==> config.mk <==
export PLATFORM = sky130hd
export DESIGN_NAME = dbgbp_unit
export DESIGN_NICKNAME = d
export VERILOG_FILES = /design/src/core/dbgbp_pkg.sv /design/src/core/dbgbp_match.sv /design/src/core/dbgbp_unit.sv
export SDC_FILE = /design/constraint.sdc
export NUM_CORES = 1
export LEC_CHECK = 0
export ABC_AREA = 1
export BUFFER_PORTS_ARGS = -buffer_cell sky130_fd_sc_hd__buf_2
export CORE_MARGIN = 2
export CORE_UTILIZATION = 35
export DETAILED_ROUTE_END_ITERATION = 8
export SLEW_MARGIN = 15
export SYNTH_ARGS = -nofsm -noshare
export SYNTH_HDL_FRONTEND = slang
export SYNTH_SLANG_ARGS = --single-unit
==> constraint.sdc <==
create_clock -name mclk -period 11.49 [get_ports mclk]
set_input_delay 0 -clock mclk [delete_from_list [all_inputs] [get_ports mclk]]
set_output_delay 0 -clock mclk [all_outputs]
set_load 0.05 [all_outputs]
==> src/core/dbgbp_pkg.sv <==
/*
 Constants and types shared by the debug breakpoint status unit and its comparator.
 Assumes a single core clock domain and a flat 32-bit linear address space.
*/
package dbgbp_pkg;
   localparam int DBGBP_NUM_BP = 4;
   localparam int DBGBP_ADDR_W = 32;
   localparam logic [1:0] DBGBP_TYPE_EXEC = 2'h0;
   localparam logic [1:0] DBGBP_TYPE_WRITE = 2'h1;
   localparam logic [1:0] DBGBP_TYPE_IO = 2'h2;
   localparam logic [1:0] DBGBP_TYPE_RDWR = 2'h3;
   localparam logic [31:0] DBGBP_ADDR_RST = 32'h0;
   localparam logic [3:0] DBGBP_FLAGS_RST = 4'h0;
   localparam logic DBGBP_ACCESS_FLAG_RST = 1'b0;
   localparam logic [3:0] DBGBP_PENDING_RST = 4'h0;
   typedef enum logic [1:0] {
      DBGBP_IDLE = 2'b00,
      DBGBP_SHADOW = 2'b01,
      DBGBP_REPEAT = 2'b10
   } dbgbp_state_t;
endpackage : dbgbp_pkg

==> src/core/dbgbp_match.sv <==
/*
 One breakpoint comparator: address equality against the fetch and the data access,
 qualified by the access type field. Purely combinational; the caller registers results.
*/
`timescale 1ns/100ps
module dbgbp_match
   import dbgbp_pkg::*;
(
   input wire logic [DBGBP_ADDR_W-1:0] bp_addr,
   input wire logic [1:0] bp_type,
   input wire logic [DBGBP_ADDR_W-1:0] fetch_addr,
   input wire logic [DBGBP_ADDR_W-1:0] data_addr,
   input wire logic data_valid,
   input wire logic data_write,
   output logic fetch_eq,
   output logic fetch_hit,
   output logic data_hit
);
   always_comb begin
      fetch_eq = (bp_addr == fetch_addr);
      fetch_hit = fetch_eq && (bp_type == DBGBP_TYPE_EXEC);
      data_hit = data_valid && (bp_addr == data_addr) &&
                 ((bp_type == DBGBP_TYPE_RDWR) || (bp_type == DBGBP_TYPE_WRITE && data_write));
   end
endmodule : dbgbp_match

==> src/core/dbgbp_unit.sv <==
/*
 Debug breakpoint status unit: four address registers, enable qualification, status flags
 and the fault/trap pulses, including the reporting quirks around stack-segment loads.
 Assumes one retiring instruction per instr_valid cycle, with its fetch and data access
 presented together, and that all inputs are synchronous to mclk.
*/
`timescale 1ns/100ps
module dbgbp_unit
   import dbgbp_pkg::*;
#(
   parameter int NUM_BP = dbgbp_pkg::DBGBP_NUM_BP
)
(
   input wire logic mclk,
   input wire logic sys_rst,
   input wire logic bp_wr_en,
   input wire logic [1:0] bp_wr_idx,
   input wire logic [dbgbp_pkg::DBGBP_ADDR_W-1:0] bp_wr_data,
   input wire logic [NUM_BP-1:0] local_bp_enables,
   input wire logic [NUM_BP-1:0] global_bp_enables,
   input wire logic [2*NUM_BP-1:0] bp_access_type,
   input wire logic debug_reg_protect_enable,
   input wire logic status_clr,
   input wire logic instr_valid,
   input wire logic [dbgbp_pkg::DBGBP_ADDR_W-1:0] fetch_addr,
   input wire logic fetch_page_fault,
   input wire logic data_valid,
   input wire logic data_write,
   input wire logic [dbgbp_pkg::DBGBP_ADDR_W-1:0] data_addr,
   input wire logic store_split_page,
   input wire logic store_ad_update,
   input wire logic stack_segment_load,
   input wire logic soft_int_instr,
   input wire logic debug_reg_access,
   input wire logic system_management_interrupt,
   output logic [NUM_BP-1:0] breakpoint_match_flags,
   output logic debug_access_flag,
   output logic instr_bp_fault,
   output logic bp_trap,
   output logic debug_access_fault,
   output logic smm_entry
);
   import dbgbp_pkg::*;

   logic [DBGBP_ADDR_W-1:0] bp_addr_reg [NUM_BP];
   logic [NUM_BP-1:0] pending_reg;
   dbgbp_state_t state_reg;
   logic [NUM_BP-1:0] en, other_en, fetch_eq, fetch_hit, data_hit, hit, flag_set;
   logic any_en, pf_spurious, hit_en, data_hit_en, shadow;
   logic take_smm, bd_only, zero_flags, commit, defer, normal, trap_now, twice;

   always_ff @(posedge mclk or posedge sys_rst) begin
      if (sys_rst) begin
         for (int i = 0; i < NUM_BP; i++) begin
            bp_addr_reg[i] <= DBGBP_ADDR_RST;
         end
      end else if (bp_wr_en) begin
         bp_addr_reg[bp_wr_idx] <= bp_wr_data;
      end
   end

   for (genvar g = 0; g < NUM_BP; g++) begin : g_bp
      dbgbp_match u_match (
         .bp_addr(bp_addr_reg[g]),
         .bp_type(bp_access_type[2*g +: 2]),
         .fetch_addr(fetch_addr),
         .data_addr(data_addr),
         .data_valid(data_valid),
         .data_write(data_write),
         .fetch_eq(fetch_eq[g]),
         .fetch_hit(fetch_hit[g]),
         .data_hit(data_hit[g])
      );
      assign other_en[g] = |(en & ~(NUM_BP'(1) << g));
   end

   assign en = local_bp_enables | global_bp_enables;
   assign any_en = |en;
   assign hit = fetch_hit | data_hit;
   assign flag_set = hit & (en | other_en);
   assign hit_en = |(hit & en);
   assign data_hit_en = |(data_hit & en);
   // Raw address equality is used on purpose: data-typed disabled registers also trip this.
   assign pf_spurious = fetch_page_fault && any_en && |(~en & fetch_eq);
   assign shadow = (state_reg == DBGBP_SHADOW);

   // Decision for the retiring instruction; the shadow of a stack-segment load takes priority.
   always_comb begin
      take_smm = 1'b0;
      bd_only = 1'b0;
      zero_flags = 1'b0;
      commit = 1'b0;
      defer = 1'b0;
      normal = 1'b0;
      if (instr_valid) begin
         if (shadow) begin
            if (system_management_interrupt) begin
               take_smm = 1'b1;
            end else if (debug_reg_protect_enable && debug_reg_access) begin
               bd_only = 1'b1;
            end else if (soft_int_instr) begin
               zero_flags = 1'b1;
            end else if (store_split_page || store_ad_update) begin
               normal = 1'b1;
            end else begin
               commit = 1'b1;
               normal = 1'b1;
            end
         end else if (system_management_interrupt && data_hit_en) begin
            take_smm = 1'b1;
         end else if (stack_segment_load && data_hit_en) begin
            defer = 1'b1;
         end else begin
            normal = 1'b1;
         end
      end
      trap_now = normal && (hit_en || pf_spurious || (commit && |pending_reg));
      twice = trap_now && debug_reg_access;
   end

   always_ff @(posedge mclk or posedge sys_rst) begin
      if (sys_rst) begin
         state_reg <= DBGBP_IDLE;
         pending_reg <= DBGBP_PENDING_RST;
      end else if (defer) begin
         state_reg <= DBGBP_SHADOW;
         pending_reg <= flag_set;
      end else if (twice) begin
         state_reg <= DBGBP_REPEAT;
         pending_reg <= DBGBP_PENDING_RST;
      end else if (instr_valid || state_reg == DBGBP_REPEAT) begin
         // Leaving the shadow by any path drops what was pending.
         state_reg <= DBGBP_IDLE;
         pending_reg <= DBGBP_PENDING_RST;
      end
   end

   // A hardware set in the same cycle as a software clear wins.
   always_ff @(posedge mclk or posedge sys_rst) begin
      if (sys_rst) begin
         breakpoint_match_flags <= DBGBP_FLAGS_RST;
      end else if (zero_flags) begin
         breakpoint_match_flags <= DBGBP_FLAGS_RST;
      end else begin
         breakpoint_match_flags <= (normal ? flag_set : DBGBP_FLAGS_RST) |
                                   (commit ? pending_reg : DBGBP_FLAGS_RST) |
                                   (status_clr ? DBGBP_FLAGS_RST : breakpoint_match_flags);
      end
   end

   always_ff @(posedge mclk or posedge sys_rst) begin
      if (sys_rst) begin
         debug_access_flag <= DBGBP_ACCESS_FLAG_RST;
      end else if ((normal || bd_only) && debug_reg_protect_enable && debug_reg_access) begin
         debug_access_flag <= 1'b1;
      end else if (status_clr) begin
         debug_access_flag <= DBGBP_ACCESS_FLAG_RST;
      end
   end

   always_ff @(posedge mclk or posedge sys_rst) begin
      if (sys_rst) begin
         instr_bp_fault <= 1'b0;
         bp_trap <= 1'b0;
         debug_access_fault <= 1'b0;
         smm_entry <= 1'b0;
      end else begin
         instr_bp_fault <= normal && (|(fetch_hit & en) || pf_spurious);
         bp_trap <= trap_now || (state_reg == DBGBP_REPEAT);
         debug_access_fault <= (normal || bd_only) && debug_reg_protect_enable &&
                               debug_reg_access;
         smm_entry <= instr_valid && system_management_interrupt;
      end
   end
endmodule : dbgbp_unit

* Word-level counts from Yosys, hierarchy flattened
Index checks and enable logic that the tools add are counted.
Word-level totals: input bits 129, output and inout bits 9, bits in registers 143
Operators by class: muxes and demuxes 41, reduce and logical (&&, ||, !) cells 56, eq/ne operators 18, order comparisons 2, bitwise logic cells 12
Operators by type and width (count):
- $eq A32 B32 Y1 | 8
- $bwmux W128 | 1
- $demux W32 S2 | 1
- $mux W32 | 1
- $logic_and A1 B1 Y1 | 29
- $mux W1 | 28
- $mux W4 | 7
- $reduce_or A4 Y1 | 6
- $and A4 B4 Y4 | 5
- $or A4 B4 Y4 | 5
- $reduce_or A3 Y1 | 4
- $logic_or A1 B1 Y1 | 11
- $eq A2 B1 Y1 const B | 5
- $eq A2 B2 Y1 const B | 5
- $logic_not A2 Y1 | 4
- $mux W2 | 3
- $not A4 Y4 | 1
- $ge A3 B3 Y1 const B | 1
- $lt A3 B1 Y1 const B | 1
- $not A2 Y3 | 1
- $reduce_bool A3 Y1 | 1
- $reduce_bool A2 Y1 | 1

* Longest topological paths before layout
word-level depth 15, depth in mapped cells 17, depth with buffers taken out 16

* Cells and area by module
Synthesis repeated with hierarchy kept, for this count alone.
Unflattened totals: cell total of the unflattened synthesis 1380, area total of the unflattened synthesis 9404.0 sq um
By module, submodules not included:
- dbgbp_unit | area each 5540.3 sq um, times used 1, cells an instance 584, sequential area each 3578.4 sq um
- dbgbp_match | area each 965.9 sq um, times used 4, cells an instance 199, sequential area each 0.0 sq um

* Worst setup path before layout
No wires, ideal clock.
path type register -> register, start register bp_addr_reg[94] (netlist bit), end register debug_access_flag, arrival 1463 ps, path slack 9905 ps, cell stages (with the launch flop) 12, cell sequence dfrtp_1 > xor2_1 > nor3_1 > nand2_1 > nor2_1 > nand3_1 > nand2_2 > o21ai_2 > nand3_2 > nand2_4 > o21ai_2 > nand2_1
On the way: longest elaborated chain between the ends 14, elaborated cells between the ends (all ways) 16, those cells by class eq/ne (1); mux (5); bitwise (1); reduce/logical (9)
Ends and longest elaborated chain:
- start, declared | RTL line dbgbp_unit.sv:45 | logic [DBGBP_ADDR_W-1:0] bp_addr_reg [NUM_BP];
- start signal, assigned by index | RTL line dbgbp_unit.sv:58 | bp_addr_reg[bp_wr_idx] <= bp_wr_data;
- $eq A32 B32 Y1 * | RTL line dbgbp_match.sv:22 | data_hit = data_valid && (bp_addr == data_addr) &&
- $logic_and A1 B1 Y1 * (2 in series) | RTL line dbgbp_match.sv:22
- $and A4 B4 Y4 * | RTL line dbgbp_unit.sv:82 | assign data_hit_en = |(data_hit & en);
- $reduce_or A4 Y1 * | RTL line dbgbp_unit.sv:82
- $logic_and A1 B1 Y1 | RTL line dbgbp_unit.sv:111 | end else if (stack_segment_load && data_hit_en) begin
- $mux W1 | RTL line dbgbp_unit.sv:111
- $mux W1 * | RTL line dbgbp_unit.sv:109 | end else if (system_management_interrupt && data_hit_en) begin
- $mux W1 * | RTL line dbgbp_unit.sv:96 | if (shadow) begin
- $mux W1 * | RTL line dbgbp_unit.sv:95 | if (instr_valid) begin
- $logic_or A1 B1 Y1 * | RTL line dbgbp_unit.sv:154 | end else if ((normal || bd_only) && debug_reg_protect_enable && debug_reg_access) begin
- $logic_and A1 B1 Y1 * (2 in series) | RTL line dbgbp_unit.sv:154
- $mux W1 or $reduce_bool A2 Y1 (tied branches)
- end signal, assigned | RTL line dbgbp_unit.sv:153 | debug_access_flag <= DBGBP_ACCESS_FLAG_RST;
- end signal, assigned | RTL line dbgbp_unit.sv:155 | debug_access_flag <= 1'b1;
- end signal, assigned | RTL line dbgbp_unit.sv:157 | debug_access_flag <= DBGBP_ACCESS_FLAG_RST;
- end, declared | RTL line dbgbp_unit.sv:37 | output logic debug_access_flag,
Every way passes the cells marked *; elsewhere a longest branch is shown, timed or not. A chain may end at the register's enable or synchronous reset.

* Worst setup path after layout
start register bp_addr_reg[100] (netlist bit), end register instr_bp_fault
On the way: longest elaborated chain between the ends 11, elaborated cells between the ends (all ways) 20, those cells by class eq/ne (2); mux (4); bitwise (3); reduce/logical (11)
Ends and longest elaborated chain:
- $eq A32 B32 Y1 | RTL line dbgbp_match.sv:22
- $logic_and A1 B1 Y1 (2 in series) | RTL line dbgbp_match.sv:22
- $and A4 B4 Y4 | RTL line dbgbp_unit.sv:82
- $reduce_or A4 Y1 | RTL line dbgbp_unit.sv:82
- $logic_and A1 B1 Y1 | RTL line dbgbp_unit.sv:111
- $mux W1 | RTL line dbgbp_unit.sv:111
- $mux W1 | RTL line dbgbp_unit.sv:109
- $mux W1 | RTL line dbgbp_unit.sv:96
- $mux W1 | RTL line dbgbp_unit.sv:95
- $logic_and A1 B1 Y1 * | RTL line dbgbp_unit.sv:168 | instr_bp_fault <= normal && (|(fetch_hit & en) || pf_spurious);
- end signal, assigned | RTL line dbgbp_unit.sv:168
- end, declared | RTL line dbgbp_unit.sv:38 | output logic instr_bp_fault,
Marked as above.

==> key figures <==
Run status
  – Status: finished, final reports clean

Run
  – Max-cap violations: 0

Critical path
  – Startpoint Class: flip-flop
  – CP arrival: 3.46 ns
  – Worst r2r src: bp_addr_reg[100]$_DFFE_PP0P_
  – R2R setup slack: 8.34 ns
  – Crit path max fanout: 3
  – CP Launch Point: bp_addr_reg[100]$_DFFE_PP0P_
  – Worst Path Class, Setup: reg2reg
  – CP max stage cell: dlygate4sd3_1
  – Critical-path cell list: xnor2_1 -> nand2_1 -> nor2_1 -> nand2_1 -> nor2_1 -> nand3_2 -> nand2_2 -> o21ai_2 -> nand3_2 -> dlygate4sd3_1 -> a21oi_1 -> dlygate4sd3_1
  – CP Capture Type: flip-flop
  – End of the worst register-to-register path: instr_bp_fault$_DFF_PP0_
  – CP required: between 10 and 15 ns
  – Crit path to: instr_bp_fault$_DFF_PP0_
  – R2R depth: 12
  – Critical path's largest stage delay: around 0.55 ns

Routing
  – Post-DRT Antenna Nets: 0
  – First-pass DRT Iterations: 6
  – Vias post-DR: 9414
  – DRT iter0 DRCs: between 1000 and 1500
  – Final WL: around 38000 um
  – DRC Markers: 0
  – Wire length per cell: 20.65 um
  – Via-to-Cell Ratio: 5.061

Layout
  – Final core utilization: 43.40%
  – Max reg flops: 128
  – Register Area: about 3600 um2
  – Synthesis-to-layout area growth: 22.34%
  – Fill cell count: 2753
  – N_diodes: 0
  – Footprint of the multi-input gates: 4896 um2
  – NumNets Final: 1642
  – Layout cells sized above 1: 16.13%

Die
  – IO Count: 138
  – Die Y-Extent: 166.3 um
  – Core Area: 25980 um2
  – Rows: 59
  – Die X: 166.3 um
  – Die area: between 20000 and 30000 um2
  – Initial core utilization: 35.48%

STA
  – Setup TNS after final layout: 0 ns
  – Worst-margin pin slew: between 0.8 and 0.9 ns
  – Worst slew margin: 42.16%
  – RSZ-0062 raised after global routing: no
  – Post-layout min period: 3.146 ns
  – Fmax: 0.3179 GHz
  – Skew final: 0.01093 ns
  – Final hold vios: 0
  – Number of setup violations in the final report: 0
  – Slew Limit Fails: 0
  – Tcrit/Tclk final: 27.38%

Global routing
  – Pin count of the biggest net entering global routing: 92
  – Gr ovfl total: 0
  – Global-route wire length before repair: roughly 57000 um
  – Vias in the first global route: ~9000
  – Antenna violations before repair: 1
  – Overall Global Routing Usage: about 28%

Clocking
  – Post-cts sizing count: 0
  – # clock sinks: 143
  – Post-CTS setup buffers: 0
  – CTS tree: built
  – Clk_lat worst skew: roughly 0.43 ns
  – Worst-path clk slew: 0.07 ns
  – Clock buffer count from CTS: 17
  – Htree depth: 4
  – Clock tree buffer depth: 2
  – Root buf cell: clkbuf_16

Power and ir drop
  – PwrDens: ~150 nW/um2
  – LEAKAGE: 0.005548 uW
  – Worst IR drop on VDD: 0.00008988 V

Logic synthesis
  – Mapped Nets: 1472
  – Synth area leaders: dfrtp_1 (39%), nand2_1 (18%), o21ai_0 (8.3%)
  – Register area share after synthesis: 38.82%
  – Yosys warnings: 0
  – Netlist cell types: 31
  – Dominant cell type by area after synthesis: dfrtp_1
  – Post-synth top area share: 38.82%
  – Synthesized cell area: 9219 um2
  – Syn Inst Count: around 1300
  – Synthesis-stage register bit count: 143
  – Mean Syn Cell Area: roughly 7 um2

Hold path
  – Worst hold path type: in2reg
  – Hold_sp: soft_int_instr

Placed design
  – Detailed placer's ending HPWL: 30330 um
  – Quantity of I/O buffers inserted on ports: 137
  – Routability cong.: 1.067
synthesized netlist by cell type:
master / count
nor3_1: 20
and3_1: 2
o41ai_1: 1
o21ai_0: 153
nor2_2: 6
xnor2_1: 87
or2_1: 5
a22oi_1: 4
o22ai_1: 17
nand2_1: 451
o221ai_1: 1
dfrtp_1: 143
nand2_4: 1
o21ai_2: 3
nor3_2: 2
nand4_1: 15
nor3b_1: 1
nor2_1: 109
nand3_2: 5
a21oi_1: 12
xor2_1: 23
or2_0: 5
nand3_1: 47
o21ai_1: 18
inv_2: 43
o2111ai_1: 3
inv_1: 119
nand2_2: 2
or2_2: 8
clkbuf_1: 27
buf_2: 10
final cells by class:
cell class | count | share of cell area, %
clock inverter | 11 | 1.254
tap | 335 | 3.716
inverter | 162 | 5.436
timing repair buffer | 188 | 10.49
multi-input combinational | 1001 | 43.41
clock buffer | 20 | 3.961
sequential | 143 | 31.73
power breakdown:
part / leakage (uW) / internal (uW) / switching [uW]
clock network: 0.000282 / 345 / 231
registers: 0.00180 / 576 / 112
logic: 0.00346 / 164 / 258
metrics by stage:
stage	std cells	power [uW]	hold WS [ns]	setup WS, ns	area (um2)
floorplan	1343	910.3	0.09970	7.652	9219
global placement	1783	1091	0.2433	9.253	10230
detailed placement	1783	1096	0.2488	9.247	10230
CTS	1860	1684	0.0007320	8.364	11280
global route	1860	1768	0.01950	8.142	11280
finish	1860	1686	0.008256	8.344	11280
per-layer routing:
| metal | track usage [%] | vias up | routed length (um) |
|---|---|---|---|
| met3 | 5.601 | 55 | 2853 |
| met2 | 43.80 | 366 | 17260 |
| met1 | 38.37 | 4433 | 16950 |
| met5 | 0 | - | 0 |
| li1 | - | 4560 | - |
| met4 | 9.858 | 0 | 1347 |
layout by cell type (no fill, tap or decap), types with 2 or more instances in the layout:
cell / count
o21ai_2: 3
buf_2: 137
dlygate4sd3_1: 46
and3_1: 2
dfrtp_1: 143
o2111ai_1: 3
o22ai_1: 17
nand2_2: 4
clkbuf_16: 17
nand3_2: 7
o21ai_1: 18
clkbuf_1: 2
a22oi_1: 4
nor3_1: 20
clkinvlp_4: 3
nor2_1: 109
buf_4: 5
inv_2: 43
nand3_1: 45
or2_0: 5
a21oi_1: 12
clkinv_2: 4
xnor2_1: 87
nand2_1: 449
nor2_2: 6
bufinv_16: 3
nor3_2: 2
xor2_1: 23
nand4_1: 15
o21ai_0: 153
or2_1: 5
or2_2: 8
inv_1: 118
worst max-delay path, delay by kind of cell, from the launching register on:
kind	cells	cell delay, ns
buffers and inverters	2	1.10
and+or+nand+nor	7	0.88
xor gates and xnor gates	1	0.53
DFF	1	0.41
AOI/OAI and AO/OA	2	0.11
how the worst min path moves through the flow:
stage	to	slack, ns	depth (start not counted)
floorplan	smm_entry$_DFF_PP0_	0.1	2
global placement	bp_addr_reg[77]$_DFFE_PP0P_	0.24	2
finish	breakpoint_match_flags[1]$_DFF_PP0_	0.008	3
global route	breakpoint_match_flags[1]$_DFF_PP0_	0.02	3
CTS	breakpoint_match_flags[1]$_DFF_PP0_	0.0007	3
detailed placement	bp_addr_reg[13]$_DFFE_PP0P_	0.25	2
cell families after synthesis:
logic type / Yosys count / synth area share [%]
DFF: 143 / 38.82
buffers and inverters: 199 / 8.238
xor gates and xnor gates: 110 / 10.45
AOI/OAI and AO/OA: 212 / 12.17
and+or+nand+nor: 679 / 30.32
what timing repair did:
item / 4_1_cts / 5_1_grt
endpoints found under the hold margin: 227 / 0
hold buffers: 46 / 0
endpoints found under the setup margin: 0 / 0
No activity file was read; power rests on OpenSTA's default activity.
